[src/vpsc_regs.vh]
`ifndef VPSC_REGS_VH
`define VPSC_REGS_VH

// ==========================================
// register offsets (byte addresses)
`define VPSC_OFS_CTRL 8'h00
`define VPSC_OFS_HFIRST 8'h04
`define VPSC_OFS_HLAST 8'h08
`define VPSC_OFS_VFIRST 8'h0c
`define VPSC_OFS_VLAST 8'h10
`define VPSC_OFS_STATUS 8'h14
`define VPSC_OFS_POS 8'h18

// ==========================================
// control and status field positions
`define VPSC_CTRL_ENC 0
`define VPSC_CTRL_MASTER 1
`define VPSC_CTRL_L625 2
`define VPSC_CTRL_UNIP 3
`define VPSC_CTRL_FMT_MSB 7
`define VPSC_CTRL_FMT_LSB 4
`define VPSC_STAT_ERR 3

// ==========================================
// reset values
`define VPSC_CTRL_RST 8'h02
`define VPSC_HFIRST_RST 10'h000
`define VPSC_HLAST_RST 10'h2cf
`define VPSC_VFIRST_RST 10'h000
`define VPSC_VLAST_RST 10'h0f2

// ==========================================
// format codes and sample values
`define VPSC_FMT_CODES 4'h0
`define VPSC_FMT_MUX 4'h2
`define VPSC_CHROMA_OFS 8'h80
`define VPSC_BLANK_Y 8'h10
`define VPSC_CODE_FF 8'hff
`define VPSC_CODE_00 8'h00

// ==========================================
// picture and line timing counts (pixel clock bytes / lines)
`define VPSC_MAX_H 10'h2d0
`define VPSC_MAX_V_525 10'h0f3
`define VPSC_MAX_V_625 10'h120
`define VPSC_LINE_LEN_525 11'h6b4
`define VPSC_LINE_LEN_625 11'h6c0
`define VPSC_ACT_BYTES 11'h5a0
`define VPSC_LINES_525 10'h20d
`define VPSC_LINES_625 10'h271
`define VPSC_F2_START_525 10'h107
`define VPSC_F2_START_625 10'h139
`define VPSC_VBL_525 10'h013
`define VPSC_VBL_625 10'h018

`endif

[src/vpsc_tcode.v]
`timescale 1ns/1ps
`default_nettype none
`include "vpsc_regs.vh"

module vpsc_tcode (
	input wire clk,
	input wire rst_b,
	input wire en,
	input wire [7:0] din,
	output reg hit_r,
	output reg err_r,
	output reg f_r,
	output reg v_r,
	output reg h_r
);

	reg [1:0] st_r;
	wire [7:0] expect_w;

	// ==========================================
	// protection bits recomputed from flags
	assign expect_w = {1'b1, din[6], din[5], din[4], din[5] ^ din[4], din[6] ^ din[4],
		din[6] ^ din[5], din[6] ^ din[5] ^ din[4]};

	// ==========================================
	// preamble hunt and flag capture
	always @(posedge clk or negedge rst_b) begin
		if (!rst_b) begin
			st_r <= 2'h0;
			hit_r <= 1'b0;
			err_r <= 1'b0;
			f_r <= 1'b0;
			v_r <= 1'b1;
			h_r <= 1'b1;
		end else begin
			hit_r <= 1'b0;
			err_r <= 1'b0;
			if (en) begin
				if (st_r == 2'h3) begin
					st_r <= 2'h0;
					if (din == expect_w) begin
						hit_r <= 1'b1;
						f_r <= din[6];
						v_r <= din[5];
						h_r <= din[4];
					end else begin
						err_r <= 1'b1;
					end
				end else if (din == `VPSC_CODE_FF) begin
					st_r <= 2'h1;
				end else if (st_r != 2'h0 && din == `VPSC_CODE_00) begin
					st_r <= st_r + 2'h1;
				end else begin
					st_r <= 2'h0;
				end
			end
		end
	end

endmodule
`default_nettype wire

[src/vpsc_top.v]
`timescale 1ns/1ps
`default_nettype none
`include "vpsc_regs.vh"

module vpsc_top (
	input wire CORE_CLK,
	input wire RST_B,
	input wire HSEL,
	input wire [31:0] HADDR,
	input wire [1:0] HTRANS,
	input wire HWRITE,
	input wire [2:0] HSIZE,
	input wire [31:0] HWDATA,
	input wire HREADY,
	output wire [31:0] HRDATA,
	output wire HREADYOUT,
	output wire HRESP,
	input wire PIXEL_SAMPLE_CLOCK,
	input wire [7:0] VID_DATA_I,
	output wire [7:0] VID_DATA_O,
	output wire VID_DATA_OE,
	input wire HSYNC_I,
	output wire HSYNC_O,
	output wire HSYNC_OE,
	input wire VSYNC_I,
	output wire VSYNC_O,
	output wire VSYNC_OE,
	input wire FIELD_I,
	output wire FIELD_O,
	output wire FIELD_OE,
	output wire PORT_DIRECTION_PIN,
	output wire ACT_VALID,
	output wire [7:0] ACT_DATA,
	output wire ACT_CHROMA,
	input wire [7:0] DEC_DATA,
	output wire DEC_TAKE
);

	// ==========================================
	// helpers
	function [7:0] conv;
		input [7:0] b;
		input unip;
		begin
			conv = unip ? (b ^ `VPSC_CHROMA_OFS) : b;
		end
	endfunction

	function [7:0] tc_byte;
		input f;
		input v;
		input h;
		begin
			tc_byte = {1'b1, f, v, h, v ^ h, f ^ h, f ^ v, f ^ v ^ h};
		end
	endfunction

	// ==========================================
	// register file and bus state
	reg [7:0] ctrl_r;
	reg [9:0] hf_r, hl_r, vf_r, vl_r;
	reg err_r;
	reg wr_pend_r, rd_pend_r;
	reg [7:0] addr_r;
	reg [31:0] hrdata_r;
	reg [31:0] rd_val;
	wire take_w;
	wire wr_now;

	wire port_direction_pin = ctrl_r[`VPSC_CTRL_ENC];
	wire mst = ctrl_r[`VPSC_CTRL_MASTER];
	wire l625 = ctrl_r[`VPSC_CTRL_L625];
	wire unip = ctrl_r[`VPSC_CTRL_UNIP];
	wire [3:0] fmt = ctrl_r[`VPSC_CTRL_FMT_MSB:`VPSC_CTRL_FMT_LSB];

	// ==========================================
	// pin synchronisers and pixel enable
	reg pc_s1, pc_s2, pc_s3;
	reg [7:0] din_s1, din_s2;
	reg hs_s1, hs_s2, vs_s1, vs_s2, fd_s1, fd_s2;
	wire pix_en = pc_s2 & ~pc_s3;

	always @(posedge CORE_CLK or negedge RST_B) begin
		if (!RST_B) begin
			pc_s1 <= 1'b0;
			pc_s2 <= 1'b0;
			pc_s3 <= 1'b0;
			din_s1 <= 8'h00;
			din_s2 <= 8'h00;
			hs_s1 <= 1'b0;
			hs_s2 <= 1'b0;
			vs_s1 <= 1'b0;
			vs_s2 <= 1'b0;
			fd_s1 <= 1'b0;
			fd_s2 <= 1'b0;
		end else begin
			pc_s1 <= PIXEL_SAMPLE_CLOCK;
			pc_s2 <= pc_s1;
			pc_s3 <= pc_s2;
			din_s1 <= VID_DATA_I;
			din_s2 <= din_s1;
			hs_s1 <= HSYNC_I;
			hs_s2 <= hs_s1;
			vs_s1 <= VSYNC_I;
			vs_s2 <= vs_s1;
			fd_s1 <= FIELD_I;
			fd_s2 <= fd_s1;
		end
	end

	// ==========================================
	// timing source selection
	wire fmt_codes = (fmt == `VPSC_FMT_CODES);
	wire fmt_mux = (fmt == `VPSC_FMT_MUX);
	wire fmt_ok = fmt_codes | fmt_mux;
	wire use_gen = (mst & ~port_direction_pin & fmt_ok) | (mst & fmt_mux) | (~port_direction_pin & fmt_codes);
	wire use_code = fmt_codes & port_direction_pin & mst;
	wire use_pin = fmt_ok & ~use_gen & ~use_code;

	// ==========================================
	// embedded code decoder
	wire tc_hit, tc_err, tc_f, tc_v, tc_h;

	vpsc_tcode u_tcode (
		.clk(CORE_CLK),
		.rst_b(RST_B),
		.en(pix_en & use_code),
		.din(din_s2),
		.hit_r(tc_hit),
		.err_r(tc_err),
		.f_r(tc_f),
		.v_r(tc_v),
		.h_r(tc_h)
	);

	// ==========================================
	// standard timing generator
	reg [10:0] gen_hcnt_r;
	reg [9:0] gen_line_r;
	wire [10:0] line_len = l625 ? `VPSC_LINE_LEN_625 : `VPSC_LINE_LEN_525;
	wire [9:0] frame_lines = l625 ? `VPSC_LINES_625 : `VPSC_LINES_525;
	wire [9:0] f2_start = l625 ? `VPSC_F2_START_625 : `VPSC_F2_START_525;
	wire [9:0] vbl = l625 ? `VPSC_VBL_625 : `VPSC_VBL_525;
	wire [10:0] hblk = line_len - `VPSC_ACT_BYTES;
	wire gen_h = (gen_hcnt_r < hblk);
	wire gen_f = (gen_line_r >= f2_start);
	wire gen_v = (gen_line_r <= vbl) | (gen_f & (gen_line_r < f2_start + vbl));

	always @(posedge CORE_CLK or negedge RST_B) begin
		if (!RST_B) begin
			gen_hcnt_r <= 11'h000;
			gen_line_r <= 10'h001;
		end else if (pix_en & use_gen) begin
			if (gen_hcnt_r >= line_len - 11'h001) begin
				gen_hcnt_r <= 11'h000;
				gen_line_r <= (gen_line_r >= frame_lines) ? 10'h001 : gen_line_r + 10'h001;
			end else begin
				gen_hcnt_r <= gen_hcnt_r + 11'h001;
			end
		end
	end

	// ==========================================
	// unified sync levels and window tracking
	wire src_h = use_gen ? gen_h : use_code ? tc_h : use_pin ? hs_s2 : 1'b1;
	wire src_v = use_gen ? gen_v : use_code ? tc_v : use_pin ? vs_s2 : 1'b1;
	wire src_f = use_gen ? gen_f : use_code ? tc_f : use_pin ? fd_s2 : 1'b0;
	reg blank_prev_r, new_fld_r, ph_r;
	reg [9:0] hpos_r, vline_r;
	wire sol = blank_prev_r & ~src_h;
	wire [9:0] vnext = new_fld_r ? 10'h000 : vline_r + 10'h001;
	wire [9:0] cur_h = sol ? 10'h000 : hpos_r;
	wire [9:0] cur_v = sol ? vnext : vline_r;
	wire [9:0] maxv = l625 ? `VPSC_MAX_V_625 : `VPSC_MAX_V_525;
	wire is_chroma = sol | ~ph_r;
	wire in_win = ~src_h & ~src_v & (cur_h >= hf_r) & (cur_h <= hl_r)
		& (cur_h < `VPSC_MAX_H) & (cur_v >= vf_r) & (cur_v <= vl_r) & (cur_v < maxv);

	always @(posedge CORE_CLK or negedge RST_B) begin
		if (!RST_B) begin
			blank_prev_r <= 1'b1;
			new_fld_r <= 1'b1;
			ph_r <= 1'b0;
			hpos_r <= 10'h000;
			vline_r <= 10'h000;
		end else if (pix_en) begin
			blank_prev_r <= src_h;
			if (src_v) begin
				new_fld_r <= 1'b1;
			end
			if (src_h) begin
				ph_r <= ~ph_r;
			end else if (sol) begin
				hpos_r <= 10'h000;
				ph_r <= 1'b1;
				if (!src_v) begin
					vline_r <= vnext;
					new_fld_r <= 1'b0;
				end
			end else begin
				ph_r <= ~ph_r;
				if (ph_r && hpos_r != 10'h3ff) begin
					hpos_r <= hpos_r + 10'h001;
				end
			end
		end
	end

	// ==========================================
	// encode path and decode path
	reg act_valid_r, act_chroma_r;
	reg [7:0] act_data_r, vid_o_r;
	reg hs_o_r, vs_o_r, fd_o_r;
	wire ins_codes = use_gen & fmt_codes;
	wire at_eav = (gen_hcnt_r <= 11'h003);
	wire at_sav = (gen_hcnt_r >= hblk - 11'h004) & gen_h;
	wire [1:0] code_pos = gen_hcnt_r[1:0];
	reg [7:0] code_byte;

	always @* begin
		case (code_pos)
			2'h0: code_byte = `VPSC_CODE_FF;
			2'h1: code_byte = `VPSC_CODE_00;
			2'h2: code_byte = `VPSC_CODE_00;
			default: code_byte = tc_byte(gen_f, gen_v, at_eav);
		endcase
	end

	assign DEC_TAKE = pix_en & ~port_direction_pin & in_win;

	always @(posedge CORE_CLK or negedge RST_B) begin
		if (!RST_B) begin
			act_valid_r <= 1'b0;
			act_chroma_r <= 1'b0;
			act_data_r <= 8'h00;
			vid_o_r <= 8'h00;
			hs_o_r <= 1'b1;
			vs_o_r <= 1'b1;
			fd_o_r <= 1'b0;
		end else begin
			act_valid_r <= 1'b0;
			if (pix_en) begin
				if (port_direction_pin && in_win) begin
					act_valid_r <= 1'b1;
					act_chroma_r <= is_chroma;
					act_data_r <= is_chroma ? conv(din_s2, unip) : din_s2;
				end
				if (!port_direction_pin) begin
					if (ins_codes && (at_eav || at_sav)) begin
						vid_o_r <= code_byte;
					end else if (in_win) begin
						vid_o_r <= is_chroma ? conv(DEC_DATA, unip) : DEC_DATA;
					end else begin
						vid_o_r <= is_chroma ? `VPSC_CHROMA_OFS : `VPSC_BLANK_Y;
					end
				end
				if (use_code) begin
					hs_o_r <= tc_h;
					vs_o_r <= tc_v;
					fd_o_r <= tc_f;
				end else if (use_gen) begin
					hs_o_r <= gen_h;
					vs_o_r <= gen_v;
					fd_o_r <= gen_f;
				end
			end
		end
	end

	assign ACT_VALID = act_valid_r;
	assign ACT_DATA = act_data_r;
	assign ACT_CHROMA = act_chroma_r;
	assign VID_DATA_O = vid_o_r;
	assign VID_DATA_OE = ~port_direction_pin;
	assign PORT_DIRECTION_PIN = port_direction_pin;
	assign HSYNC_O = hs_o_r;
	assign VSYNC_O = vs_o_r;
	assign FIELD_O = fd_o_r;
	assign HSYNC_OE = use_code | use_gen;
	assign VSYNC_OE = use_code | use_gen;
	assign FIELD_OE = use_code | use_gen;

	// ==========================================
	// ahb-lite slave
	assign take_w = HSEL & HTRANS[1] & HREADY & (HSIZE == 3'b010);
	assign wr_now = wr_pend_r;
	assign HREADYOUT = ~rd_pend_r;
	assign HRESP = 1'b0;
	assign HRDATA = hrdata_r;

	always @* begin
		case (addr_r)
			`VPSC_OFS_CTRL: rd_val = {24'h000000, ctrl_r};
			`VPSC_OFS_HFIRST: rd_val = {22'h000000, hf_r};
			`VPSC_OFS_HLAST: rd_val = {22'h000000, hl_r};
			`VPSC_OFS_VFIRST: rd_val = {22'h000000, vf_r};
			`VPSC_OFS_VLAST: rd_val = {22'h000000, vl_r};
			`VPSC_OFS_STATUS: rd_val = {28'h0000000, err_r, src_h, src_v, src_f};
			`VPSC_OFS_POS: rd_val = {6'h00, vline_r, 6'h00, hpos_r};
			default: rd_val = 32'h00000000;
		endcase
	end

	always @(posedge CORE_CLK or negedge RST_B) begin
		if (!RST_B) begin
			wr_pend_r <= 1'b0;
			rd_pend_r <= 1'b0;
			addr_r <= 8'h00;
			hrdata_r <= 32'h00000000;
			ctrl_r <= `VPSC_CTRL_RST;
			hf_r <= `VPSC_HFIRST_RST;
			hl_r <= `VPSC_HLAST_RST;
			vf_r <= `VPSC_VFIRST_RST;
			vl_r <= `VPSC_VLAST_RST;
			err_r <= 1'b0;
		end else begin
			if (rd_pend_r) begin
				hrdata_r <= rd_val;
				rd_pend_r <= 1'b0;
			end
			wr_pend_r <= take_w & HWRITE;
			if (take_w) begin
				addr_r <= HADDR[7:0] & {8{HADDR[31:8] == 24'h000000}};
				rd_pend_r <= ~HWRITE;
				if (HADDR[31:8] != 24'h000000) begin
					addr_r <= 8'hff;
				end
			end
			if (wr_now) begin
				case (addr_r)
					`VPSC_OFS_CTRL: ctrl_r <= HWDATA[7:0];
					`VPSC_OFS_HFIRST: hf_r <= HWDATA[9:0];
					`VPSC_OFS_HLAST: hl_r <= HWDATA[9:0];
					`VPSC_OFS_VFIRST: vf_r <= HWDATA[9:0];
					`VPSC_OFS_VLAST: vl_r <= HWDATA[9:0];
					`VPSC_OFS_STATUS: begin
						if (HWDATA[`VPSC_STAT_ERR]) begin
							err_r <= 1'b0;
						end
					end
					default: begin
					end
				endcase
			end
			if (tc_err) begin
				err_r <= 1'b1;
			end
		end
	end

endmodule
`default_nettype wire

[config.mk]
export PLATFORM = sky130hd
export DESIGN_NAME = vpsc_top
export DESIGN_NICKNAME = d
export VERILOG_FILES = /design/src/vpsc_tcode.v /design/src/vpsc_top.v
export VERILOG_INCLUDE_DIRS = /design/src /design/src/src
export SDC_FILE = /design/constraint.sdc
export NUM_CORES = 1
export LEC_CHECK = 0
export BUFFER_PORTS_ARGS = -buffer_cell sky130_fd_sc_hd__buf_4
export CORE_ASPECT_RATIO = 0.9
export CORE_MARGIN = 5
export CORE_UTILIZATION = 45
export DETAILED_ROUTE_END_ITERATION = 10
export GPL_ROUTABILITY_DRIVEN = 1
export MAX_ROUTING_LAYER = met4
export PLACE_DENSITY_LB_ADDON = 0.2
export SLEW_MARGIN = 5
export SYNTH_ARGS = -nofsm -noshare
export SYNTH_HDL_FRONTEND = slang
export SYNTH_SLANG_ARGS = --single-unit
[constraint.sdc]
create_clock -name CORE_CLK -period 7.6 [get_ports CORE_CLK]
set_input_delay 0.38 -clock CORE_CLK [delete_from_list [all_inputs] [get_ports CORE_CLK]]
set_output_delay 0.38 -clock CORE_CLK [all_outputs]
set_load 0.05 [all_outputs]
# After elaboration in Yosys (flattened, before gate mapping)
# Index checks and enable logic that the tools add are counted.
# op_classes
n_addsub	9
n_lt_le_gt_ge	14
eq_ne	14
mux	56
bitwise_logic	54
n_reduce_logical	31
# ops
operator	n
$pmux W26 S7	1
$mux W8	8
$mux W10	6
$mux W1	31
$add A10 B1 Y10 const B	3
$ge A10 B10 Y1	3
$and A1 B1 Y1	28
$eq A8 B5 Y1 const B	3
$logic_not A24 Y1	1
$reduce_bool A24 Y1	1
$ge A11 B11 Y1	2
$le A10 B10 Y1	2
$reduce_and A2 Y1	9
$eq A8 B4 Y1 const B	2
$logic_not A8 Y1	2
$pmux W8 S2	1
$mux W7	2
$reduce_bool A2 Y1	6
$add A11 B1 Y11 const B	1
$le A11 B2 Y1 const B	1
$lt A11 B11 Y1	1
$mux W11	1
$not A1 Y1	11
$sub A10 B2 Y11 const B	1
other kinds (31)	51
# word_totals
ff_bits	187
inputBits	94
output_inout_bits	61
elab_cells	218

# Logic depth before layout (Yosys ltp)
# Gate-level depths: netlist of run 1.
# logic_depth
depth_word	24
depth_mapped	19
depth_no_buf	17

# Hierarchy
# A second synthesis of run 1 with hierarchy kept.
# hier_totals
hier_cells	1016
hier_area_um2	10237.3
# modules_own_cells
module	instances	cells_per_inst	area_each_um2	seq_area_each_um2
vpsc_top	1	968	9730.6	4251.6
vpsc_tcode	1	48	506.7	177.7

# Worst setup path before layout of run 1
# No wires, ideal clock.
# synth_timing
path_kind	register to output
start	register ctrl_r[2]
end	output port DEC_TAKE
arrival_time_ns	4.835
required_ns	7.220
path_slack_ns	2.385
path_stages_with_launch	19
n_path_buf	2
path_cell_list	dfrtp_1 > inv_1 > ha_1 > or3_1 > a211o_1 > a2111o_1 > nand3_4 > clkbuf_1 > and2_1 > ha_1 > a21o_1 > a21o_1 > a21o_1 > or3_1 > a211oi_1 > a211o_1 > buf_2 > and4_1 > and2_1
# synth_via
elab_chain_len	15
elab_cells_between_ends	33
cone_classes	add/sub (2); order compare (10); mux (8); bitwise (13)
# synth_lines
element	line	source
from (decl)	vpsc_top.v:60	reg [7:0] ctrl_r;
from (signal assigned)	vpsc_top.v:310	ctrl_r <= `VPSC_CTRL_RST;
from (signal assigned)	vpsc_top.v:331	`VPSC_OFS_CTRL: ctrl_r <= HWDATA[7:0];
$mux W7 (no line) (tied with other cells)	-	
$sub A11 B11 Y11 (no line) or $add A9 B5 Y10 (tied branches)	-	
$lt A11 B11 Y1 or $lt A10 B10 Y1 (tied branches)	vpsc_top.v:145, vpsc_top.v:147	
$mux W1 or $and A1 B1 Y1 (tied branches)	vpsc_top.v:165, vpsc_top.v:147	
$not A1 Y1 (no line) or $or A1 B1 Y1 (tied branches)	-	
$and A1 B1 Y1 or $mux W1 (tied branches)	vpsc_top.v:170, vpsc_top.v:166	
$mux W10 or $not A1 Y1 (tied branches)	-	
$ge A10 B10 Y1 or $and A1 B1 Y1 (tied branches)	vpsc_top.v:176	wire in_win = ~src_h & ~src_v & (cur_h >= hf_r) & (cur_h <= hl_r)
$and A1 B1 Y1 (5 in series)	vpsc_top.v:176	
$and A1 B1 Y1 *	vpsc_top.v:176	
$and A1 B1 Y1 *	vpsc_top.v:229	assign DEC_TAKE = pix_en & ~port_direction_pin & in_win;
to (decl)	vpsc_top.v:36	output wire DEC_TAKE
# Every way passes the cells marked *; elsewhere a longest branch is shown, timed or not.

# Final worst setup path of run 1
# Ends and elaborated chain as after synthesis.

==> results of run 1 <==
==> synthesized netlist by cell type (all sizes together) (9+ instances only) <==
master	instances
dfrtp	155
inv	75
o21ai	70
ha	69
nor2	67
nand2	63
mux2	60
a21oi	50
nand3	44
clkbuf	31
nor3	25
buf	22
dfstp	20
nand4	19
and2	17
a31oi	15
or3	14
xnor2	14
a21o	13
and3	13
nor2b	13
nand2b	12
o31ai	12
a22o	10
o22a	10
a221oi	9
nor4	9
==> sequential cells by signal, indices dropped and copies added, names as in the netlist, 2 cells and up <==
name	count
HRDATA	20
gen_hcnt_r	11
gen_line_r	10
hf_r	10
hl_r	10
hpos_r	10
vf_r	10
vl_r	10
vline_r	10
ACT_DATA	8
VID_DATA_O	8
addr_r	8
ctrl_r	8
din_s1	8
din_s2	8
u_tcode.st_r	2
==> power by group through the flow <==
stage | clock network, uW | logic [uW] | registers (uW)
6_report | 917 | 324 | 1040
3_5_place_dp | 0 | 324 | 1060
4_1_cts | 938 | 326 | 1040
5_1_grt | 975 | 356 | 1050
3_3_place_gp | 0 | 319 | 1060
2_1_floorplan | 0 | 174 | 1090
==> how the worst max path moves through the flow <==
stage                                from       end  depth (start not counted)
floorplan           ctrl_r[2]$_DFFE_PN0P_  DEC_TAKE                         18
global placement    ctrl_r[2]$_DFFE_PN0P_  DEC_TAKE                         17
detailed placement  ctrl_r[2]$_DFFE_PN0P_  DEC_TAKE                         17
CTS                 ctrl_r[2]$_DFFE_PN0P_  DEC_TAKE                         17
global route        ctrl_r[2]$_DFFE_PN0P_  DEC_TAKE                         17
finish              ctrl_r[2]$_DFFE_PN0P_  DEC_TAKE                         17
==> stage by stage <==
| step | hold WS, ns | power [uW] | worst slack [ns] |
|---|---|---|---|
| global placement | 0.265 | 1380 | 2.18 |
| global route | 0.00995 | 2380 | 1.40 |
| finish | 0.0309 | 2280 | 1.65 |
| floorplan | 0.0844 | 1260 | 2.38 |
| CTS | 0.0173 | 2310 | 1.62 |
| detailed placement | 0.268 | 1390 | 2.13 |
==> logic make-up (layout without fill, tap and decap cells) <==
group	after synthesis	after routing	synth area share, %
simple gates	310	310	15.8
compound gates	268	268	18.2
flops	175	175	43.4
buf+inv	128	237	5.36
fa+ha+maj	69	69	8.50
mux	62	62	6.85
xor+xnor	22	22	1.90
other cells	1	13	0.0369
==> layout make-up <==
type / instances / share of cell area (%)
Multi-Input combinational cell: 744 / 44.1
Sequential cell: 175 / 37.0
Timing Repair Buffer: 130 / 8.24
Clock buffer: 17 / 3.57
Tap cell: 297 / 3.12
Inverter: 75 / 2.36
Clock inverter: 15 / 1.68
==> routing by layer <==
layer	vias to the layer above	global-route usage, %	wire, um
li1	3986	-	-
met1	4020	31.2	12800
met2	332	33.1	12500
met3	41	4.18	1940
met4	0	5.64	429
met5	-	-	0
==> critical path, cell delays in order, from the launching register on <==
cell and delay (ns):
dfrtp_1 0.34, inv_1 0.24, ha_1 0.29, or3_1 0.34
a211o_1 0.34, a2111o_1 0.48, nand3_4 0.35, and2_1 0.21
ha_1 0.25, a21o_1 0.17, a21o_1 0.17, a21o_1 0.19
or3_1 0.35, a211oi_1 0.24, a211o_1 0.48, and4_1 0.34
and2_1 0.15, buf_4 0.19
==> impl_metrics.py, run 1 <==
metrics = {
    "outcome": {
        "status": "finished, final reports clean",
    },
    "die": {
        "rows": 52,
        "dieHeight_um": 153,
        "initial_core_util_pct": 45.4,
        "io-pin-count": 155,
        "die_x_um": 168,
        "dieArea_sq_mm": 0.0257,
        "core_sq_mm": 0.0224,
    },
    "critical_path": {
        "r2r-end": "ACT_CHROMA$_DFFE_PN0P_",
        "rr_worst_depth": 18,
        "crit_fanout": 26,
        "r2r-start": "ctrl_r[2]$_DFFE_PN0P_",
        "criticalPathCategory": "reg2out",
        "worstPathRequired_ns": 7.22,
        "cp-end-kind": "output port",
        "cp.arrival_ns": 5.57,
        "reg2reg_slack_ns": 2.29,
        "cp-start-kind": "register",
    },
    "clock_tree": {
        "clock_latency_ns": 0.45,
        "numCtsBuffers": 17,
        "hold_buffers": 1,
        "cts_sinks": 175,
        "ctsResizeCount": 0,
        "root_buffer": "clkbuf_16",
        "clk_pin_slew_ns": 0.08,
        "htree_levels": 4,
        "tritoncts": "built",
        "cts_buffer_depth": 2,
        "cts_setup_buffers": 0,
    },
    "worst_hold_path": {
        "min_path_type": "in2reg",
        "min_path_cells": 1,
        "hold_path_end": "din_s1[0]$_DFF_PN0_",
        "hold_start": "VID_DATA_I[0]",
    },
    "detailed_routing": {
        "postRouteAntennaNets": 0,
        "vias": 8379,
        "drt-initial-drc-count": 631,
        "routed_wl_um": 27700,
        "firstDrtPassIters": 5,
        "wire_per_inst_um": 19.1,
        "drc": 0,
        "routed_via_density": 5.77,
    },
    "cells_and_area": {
        "final_cell_mix": "155 x dfrtp_1, 128 x buf_4, 75 x inv_1",
        "regArea_sq_mm": 0.00440,
        "final_common_cell": "dfrtp_1",
        "multi_input_area_sq_mm": 0.00525,
        "fill_cells": 2054,
        "area_delta_synth_final_pct": 17.3,
        "drive_above_1_share_pct": 21.7,
        "fin_area_sq_mm": 0.0119,
        "final_util_pct": 53.3,
        "finalNetCount": 1306,
        "final_cell_count_no_fill": 1453,
        "antenna_cells": 0,
    },
    "pwr": {
        "pwr-share-clk_pct": 40.2,
        "power_switching_uw": 720,
        "power_frac_seq_pct": 45.7,
        "vdd_drop_max_mv": 0.120,
        "power_density_mw_per_mm2": 192,
        "p_comb_share_pct": 14.2,
        "p_leak_uw": 0.00547,
        "swShare_pct": 31.5,
        "internal_power_uw": 1560,
    },
    "global_route": {
        "grt_max_degree": 80,
        "gr-total-overflow": 0,
        "antenna_found_initial": 0,
        "grt_util_all_layers_pct": 22.1,
        "grt_pass1_vias": 8300,
        "grt_pass1_wl_um": 44500,
    },
    "synthesis": {
        "yosysTopAreaCell": "dfrtp_1",
        "yosys.area.top_type_share_pct": 38.2,
        "synth.area.top_cells": "dfrtp_1 38%, ha_1 8.5%, mux2_2 6.7%",
        "synth.avg_cell_area_sq_um": 9.81,
        "ys_warn_count": 0,
        "syn_inst": 1035,
        "synth_area_sq_mm": 0.0102,
        "yosysSeqAreaShare_pct": 43.4,
        "ys_ff_latch": 175,
        "ys.flop_type": "dfrtp_1",
        "ys_types": 73,
        "synth-edff-count": 0,
        "async_reset_ff_share_pct": 100,
    },
    "sta": {
        "finalCritPeriodShare_pct": 78.3,
        "drv_slew": 0,
        "finalCriticalPeriod_ns": 5.95,
        "fin_worst_skew_ns": 0.0200,
        "hold_violations": 0,
        "max_clock_freq_mhz": 168,
        "rsz0062_at_grt": "false",
        "setup_viol": 0,
        "relSlewSlack_pct": 33.7,
        "worst_pin_slew_ns": 0.991,
        "tns_ns": 0,
    },
    "placement": {
        "gp_congestion": 0.921,
        "dp.cells": 1420,
        "dpl_cell_area_sq_mm": 0.0113,
        "hpwl_um": 20100,
        "io_buffers": 118,
    },
    "run": {
        "maxCapViolCount": 0,
    },
}
(Power assumes the default switching activity.)
==> inputs of run 2 (changes only) <==
--- a/config.mk
+++ b/config.mk
@@ -6,6 +6,7 @@
 export SDC_FILE = /design/constraint.sdc
 export NUM_CORES = 1
 export LEC_CHECK = 0
+export ABC_AREA = 1
 export BUFFER_PORTS_ARGS = -buffer_cell sky130_fd_sc_hd__buf_4
 export CORE_ASPECT_RATIO = 0.9
 export CORE_MARGIN = 5
==> constraint.sdc (replaced) <==
create_clock -name CORE_CLK -period 5.15 [get_ports CORE_CLK]
set_input_delay 0.2575 -clock CORE_CLK [delete_from_list [all_inputs] [get_ports CORE_CLK]]
set_output_delay 0.2575 -clock CORE_CLK [all_outputs]
set_load 0.05 [all_outputs]
==> run 2 against run 1 <==
Compared with the run above: sequential cell count did not move; count of clock-buffer cells in the layout did not move; non-clock buffer count rose by 9; core utilization rose by 0.59 points; critical endpoint unchanged; power rose by 27%; highest routed layer unchanged.
==> impl_metrics.py, run 2 <==
metrics = {
    "cells_and_area": {
        "drive_above_1_share_pct": 15.7,
        "area_delta_synth_final_pct": 18.9,
        "antenna_cells": 0,
        "largest_reg_flops": 20,
        "finalNetCount": 1541,
        "final_common_cell": "nand2_1",
        "final_cell_mix": "258 x nand2_1, 177 x inv_1, 155 x dfrtp_1",
    },
    "sta": {
        "drv_slew": 0,
        "whs_ns": 0.0742,
        "rsz0062_at_grt": "false",
        "hold_violations": 0,
        "relSlewSlack_pct": 41.7,
        "fin_worst_skew_ns": 0.0169,
        "worst_pin_slew_ns": 0.868,
        "setup_viol": 0,
        "finalCriticalPeriod_ns": 4.80,
        "tns_ns": 0,
        "finalCritPeriodShare_pct": 93.2,
        "max_clock_freq_mhz": 208,
    },
    "synthesis": {
        "yosysSeqAreaShare_pct": 43.7,
        "async_reset_ff_share_pct": 100,
        "synth_area_sq_mm": 0.0101,
        "synth_common_cells": "258 x nand2_1, 177 x inv_1, 155 x dfrtp_1, 126 x o21ai_0, 94 x nor2_1",
        "synth-edff-count": 0,
        "syn_inst": 1248,
        "yosysTopAreaCell": "dfrtp_1",
        "yosysMostFrequentCell": "nand2_1",
        "synth.avg_cell_area_sq_um": 8.07,
        "ys_warn_count": 0,
        "yosys.area.top_type_share_pct": 38.5,
        "ys_ff_latch": 175,
        "ys.flop_type": "dfrtp_1",
        "synth.area.top_cells": "dfrtp_1 38%, nand2_1 9.6%, ha_1 8.6%",
        "ys_types": 53,
    },
    "detailed_routing": {
        "firstDrtPassIters": 6,
        "drc": 0,
        "routed_wl_um": 26000,
        "dr.max_layer_used": "met4",
        "wl_met2_um": 11700,
        "wl_met1_um": 12200,
        "wire_per_inst_um": 15.4,
        "routed_via_density": 5.18,
        "drt-initial-drc-count": 614,
        "postRouteAntennaNets": 0,
        "dr_wl_met3_um": 1840,
        "vias": 8745,
    },
    "placement": {
        "gp_congestion": 0.945,
        "io_buffers": 118,
        "hpwl_um": 19800,
    },
    "global_route": {
        "grt_pass1_wl_um": 42600,
        "grt_pass1_vias": 8482,
        "gr-total-overflow": 0,
        "grt_util_all_layers_pct": 21.0,
        "grt_max_degree": 100,
        "antenna_found_initial": 0,
    },
    "pwr": {
        "internal_power_uw": 2120,
        "power_switching_uw": 777,
        "p_comb_share_pct": 5.2,
        "power_density_mw_per_mm2": 242,
        "p_leak_uw": 0.00623,
        "swShare_pct": 26.8,
        "power_frac_seq_pct": 48.5,
        "vdd_drop_max_mv": 0.226,
        "finalPower_uw": 2900,
        "pwr-share-clk_pct": 46.3,
    },
    "critical_path": {
        "crit_start": "ctrl_r[2]$_DFFE_PN0P_",
        "worstPathRequired_ns": 4.89,
        "cp-start-kind": "register",
        "r2r-start": "ctrl_r[2]$_DFFE_PN0P_",
        "cp.arrival_ns": 4.54,
        "criticalPathCategory": "reg2out",
        "cp-end-kind": "output port",
        "crit_fanout": 23,
    },
    "die": {
        "initial_core_util_pct": 45.3,
        "core_sq_mm": 0.0223,
        "rows": 52,
        "dieHeight_um": 152,
        "dieArea_sq_mm": 0.0255,
        "io-pin-count": 155,
        "die_x_um": 168,
    },
    "clock_tree": {
        "ctsResizeCount": 0,
        "hold_buffers": 14,
        "tritoncts": "built",
        "htree_levels": 4,
        "root_buffer": "clkbuf_16",
        "cts_sinks": 175,
        "numCtsBuffers": 17,
        "cts_buffer_depth": 2,
        "clock_latency_ns": 0.44,
        "cts_setup_buffers": 0,
        "clk_pin_slew_ns": 0.08,
    },
    "worst_hold_path": {
        "min_path_type": "in2reg",
        "hold_start": "DEC_DATA[0]",
    },
    "run": {
        "maxCapViolCount": 0,
    },
    "outcome": {
        "status": "finished, final reports clean",
    },
}
==> run 2: cell types whose count changed in the layout (fill, tap and decap cells not counted), sizes merged, moves of 14 or more <==
cell   before  now
nor2       67   97
and2       17    2
inv        82  194
o21ai      70  137
mux2       60    0
nand2      63  266
or3        14    0
==> run 2: critical path, stage by stage (launching register included) <==
cell	delay, ns
dfrtp_1	0.57
inv_1	0.13
ha_1	0.31
nand2_1	0.07
nor2_1	0.11
nand3_1	0.13
nand4_1	0.16
nand3_4	0.09
inv_2	0.34
o21ai_0	0.28
ha_1	0.35
nand2_1	0.07
nor2_1	0.22
nand4_1	0.11
nand2_1	0.10
and3_1	0.16
nand3_2	0.07
nor3_2	0.11
nand2_1	0.11
a21oi_2	0.16
nand2_4	0.12
nor2_1	0.11
buf_4	0.21
==> run 2: area by class of cell <==
cell class                 instances  area, sq um
fill                            2137        10300
tap                              297          372
timing repair buffer             139         1090
clock buffer                      17          425
multi-input combinational        856         4770
sequential                       175         4400
inverter                         189          712
clock inverter                    15          200
==> run 2: metal layers <==
layer / track usage [%] / up-vias
met5: - / -
met4: 5.14 / 0
met3: 4.03 / 30
met2: 32.2 / 247
met1: 29.1 / 4081
li1: - / 4387
==> run 2: worst paths after layout <==
kind	endpoint	slack (ns)	cells after the start
max	DEC_TAKE	0.35	22
min	VID_DATA_O[0]$_DFFE_PN0P_	0.07	3
max reg2reg	ACT_DATA[5]$_DFFE_PN0P_	0.84	24
min reg2reg	hs_s2$_DFF_PN0_	0.35	0
max in group asynchronous	u_tcode.v_r$_DFFE_PN1P_	3.74	3
min in group asynchronous	hf_r[9]$_DFFE_PN0P_	0.41	2
==> run 2: metrics by stage <==
stage	std cells	area (sq um)	setup WS [ns]	util (%)
6_report	1688	12000	0.353	53.8
5_1_grt	1688	12000	0.0820	53.8
4_1_cts	1688	12000	0.373	53.8
3_5_place_dp	1642	11200	0.872	50.4
3_3_place_gp	1642	11200	0.909	50.4
2_1_floorplan	1260	10100	0.506	-
==> run 2: logic make-up (layout without fill, tap and decap cells) <==
kind of cell,count (synthesis),after routing,share of synthesized area [%]
AO/OA/AOI/OAI,273,273,15.9
XOR/XNOR,6,6,0.522
adder cells (fa/ha/maj),69,69,8.57
buffers and inverters,229,360,9.38
flip-flops,175,175,43.7
other,1,13,0.0372
AND/OR/NAND/NOR,495,495,21.9
==> run 2: power by group through the flow <==
stage / logic (uW) / registers [uW] / clock network (uW)
after floorplan: 67.9 / 1430 / 0
after global placement: 143 / 1430 / 0
after detailed placement: 145 / 1430 / 0
after CTS: 154 / 1410 / 1370
after global routing: 171 / 1410 / 1430
final: 150 / 1410 / 1340
==> inputs of run 3 (changes only) <==
--- a/config.mk
+++ b/config.mk
@@ -14,7 +14,7 @@
 export DETAILED_ROUTE_END_ITERATION = 10
 export GPL_ROUTABILITY_DRIVEN = 1
 export MAX_ROUTING_LAYER = met4
-export PLACE_DENSITY_LB_ADDON = 0.2
+export PLACE_DENSITY_LB_ADDON = 0.25
 export SLEW_MARGIN = 5
 export SYNTH_ARGS = -nofsm -noshare
 export SYNTH_HDL_FRONTEND = slang
==> run 3 against run 2 <==
Compared with the run above: core utilization fell by 0.056 points; via count rose by 0.63%; clock power barely moved; largest power group unchanged; sequential share of layout area barely moved; combinational power barely moved; clock skew fell by 0.0062 ns; hold slack got worse by 0.019 ns; final cell count fell by 0.12%.
==> impl_metrics.py, run 3 (synthesis gave the netlist of run 2 again) <==
metrics = {
    "cells_and_area": {
        "area_delta_synth_final_pct": 18.8,
        "antenna_cells": 0,
        "final_cell_mix": "258 x nand2_1, 177 x inv_1, 154 x dfrtp_1",
        "drive_above_1_share_pct": 15.7,
        "finalNetCount": 1539,
        "final_util_pct": 53.8,
        "largest_reg_flops": 20,
        "final_common_cell": "nand2_1",
    },
    "detailed_routing": {
        "drt-initial-drc-count": 753,
        "drc": 0,
        "wl_met2_um": 11700,
        "vias": 8800,
        "dr.max_layer_used": "met4",
        "wire_per_inst_um": 15.4,
        "wl_met1_um": 12500,
        "routed_via_density": 5.22,
        "postRouteAntennaNets": 0,
        "dr_wl_met3_um": 1490,
        "firstDrtPassIters": 5,
        "routed_wl_um": 25900,
    },
    "global_route": {
        "grt_util_all_layers_pct": 21.1,
        "antenna_found_initial": 0,
        "grt_pass1_wl_um": 43200,
        "grt_pass1_vias": 8393,
        "grt_max_degree": 67,
        "gr-total-overflow": 0,
    },
    "pwr": {
        "power_density_mw_per_mm2": 243,
        "p_leak_uw": 0.00622,
        "vdd_drop_max_mv": 0.205,
    },
    "sta": {
        "finalCriticalPeriod_ns": 4.63,
        "worst_pin_slew_ns": 1.35,
        "finalCritPeriodShare_pct": 89.9,
        "hold_violations": 0,
        "tns_ns": 0,
        "max_clock_freq_mhz": 216,
        "drv_slew": 0,
        "setup_viol": 0,
        "rsz0062_at_grt": "false",
        "relSlewSlack_pct": 7.92,
        "fin_worst_skew_ns": 0.0107,
    },
    "run": {
        "maxCapViolCount": 0,
    },
    "clock_tree": {
        "root_buffer": "clkbuf_16",
        "numCtsBuffers": 17,
        "tritoncts": "built",
        "clock_latency_ns": 0.44,
        "cts_sinks": 175,
        "htree_levels": 4,
        "clk_pin_slew_ns": 0.08,
        "cts_buffer_depth": 2,
    },
    "critical_path": {
        "r2r-start": "ctrl_r[2]$_DFFE_PN0P_",
        "criticalPathCategory": "reg2out",
        "reg2reg_slack_ns": 1.01,
        "cp-start-kind": "register",
        "r2r-end": "ACT_DATA[5]$_DFFE_PN0P_",
        "crit_fanout": 23,
        "worstPathRequired_ns": 4.89,
        "rr_worst_depth": 26,
        "cp-end-kind": "output port",
        "cp.arrival_ns": 4.37,
    },
    "die": {
        "rows": 52,
        "initial_core_util_pct": 45.3,
        "io-pin-count": 155,
        "dieHeight_um": 152,
        "core_sq_mm": 0.0223,
        "die_x_um": 168,
        "dieArea_sq_mm": 0.0255,
    },
    "worst_hold_path": {
        "min_path_cells": 3,
        "hold_path_end": "VID_DATA_O[0]$_DFFE_PN0P_",
        "min_path_type": "in2reg",
        "hold_start": "DEC_DATA[0]",
    },
    "placement": {
        "hpwl_um": 19900,
        "io_buffers": 118,
        "gp_congestion": 0.996,
    },
    "outcome": {
        "status": "finished, final reports clean",
    },
}
## run 3: worst max-delay path: stages (launching register included)
cell and delay (ns):
dfrtp_2 0.49, inv_1 0.09, ha_1 0.28, nand2_1 0.08
nor2_1 0.11, nand3_1 0.12, nand4_1 0.16, nand3_4 0.23
inv_4 0.30, nor2_1 0.11, ha_1 0.28, o21ai_0 0.09
nand2_1 0.08, a21oi_1 0.06, o21bai_1 0.18, nand2_1 0.08
and2_1 0.16, o21bai_1 0.17, nand2_1 0.07, nand2_1 0.10
nand2_1 0.08, a21oi_2 0.16, nand2_4 0.12, nor2_1 0.12
buf_4 0.21
## run 3: what timing repair did
action	4_1_cts	5_1_grt
buffers inserted	0	0
hold endpoints to repair	74	0
resized for setup	0	8
endpoints found under the setup margin	0	1
hold buffers	14	0
## run 3: layout make-up
type / instances / area (sq um)
inverters: 189 / 714
fillers: 2123 / 10300
multi-input cells: 856 / 4770
well taps: 297 / 372
clock inverters: 15 / 211
repair buffers: 137 / 1070
flip-flops and latches: 175 / 4410
clock buffers: 17 / 425
## run 3: how the worst max path moves through the flow
stage,startpoint,slack (ns),cells after the start,end
CTS,ctrl_r[2]$_DFFE_PN0P_,0.17,22,DEC_TAKE
global placement,ctrl_r[2]$_DFFE_PN0P_,0.67,22,DEC_TAKE
global route,ctrl_r[2]$_DFFE_PN0P_,0.11,23,DEC_TAKE
detailed placement,ctrl_r[2]$_DFFE_PN0P_,0.65,22,DEC_TAKE
finish,ctrl_r[2]$_DFFE_PN0P_,0.52,24,DEC_TAKE
floorplan,ctrl_r[2]$_DFFE_PN0P_,0.51,23,DEC_TAKE
## run 3: metal layers
metal | GRT usage (%) | vias to the layer above
met5 | - | -
met1 | 30.2 | 4138
met2 | 32.2 | 265
met4 | 4.33 | 0
met3 | 3.27 | 20
li1 | - | 4377
## run 3: stage by stage
stage	cell area (sq um)	hold slack [ns]	worst slack [ns]	cells	power, uW
after floorplan	10100	-0.0381	0.506	1260	1500
final	12000	0.0548	0.520	1686	2910
after CTS	12000	0.0468	0.168	1686	2940
after global routing	12000	0.0507	0.111	1686	3010
after detailed placement	11200	0.285	0.648	1640	1580
after global placement	11200	0.279	0.671	1640	1580
## run 3: power breakdown
group / internal [uW] / total (uW) / switching (uW) / leakage, uW
Sequential: 1390 / 1410 / 12.7 / 0.00208
Clock: 674 / 1350 / 679 / 0.000304
Combinational: 58.7 / 150 / 91.6 / 0.00384
Total: 2130 / 2910 / 783 / 0.00622
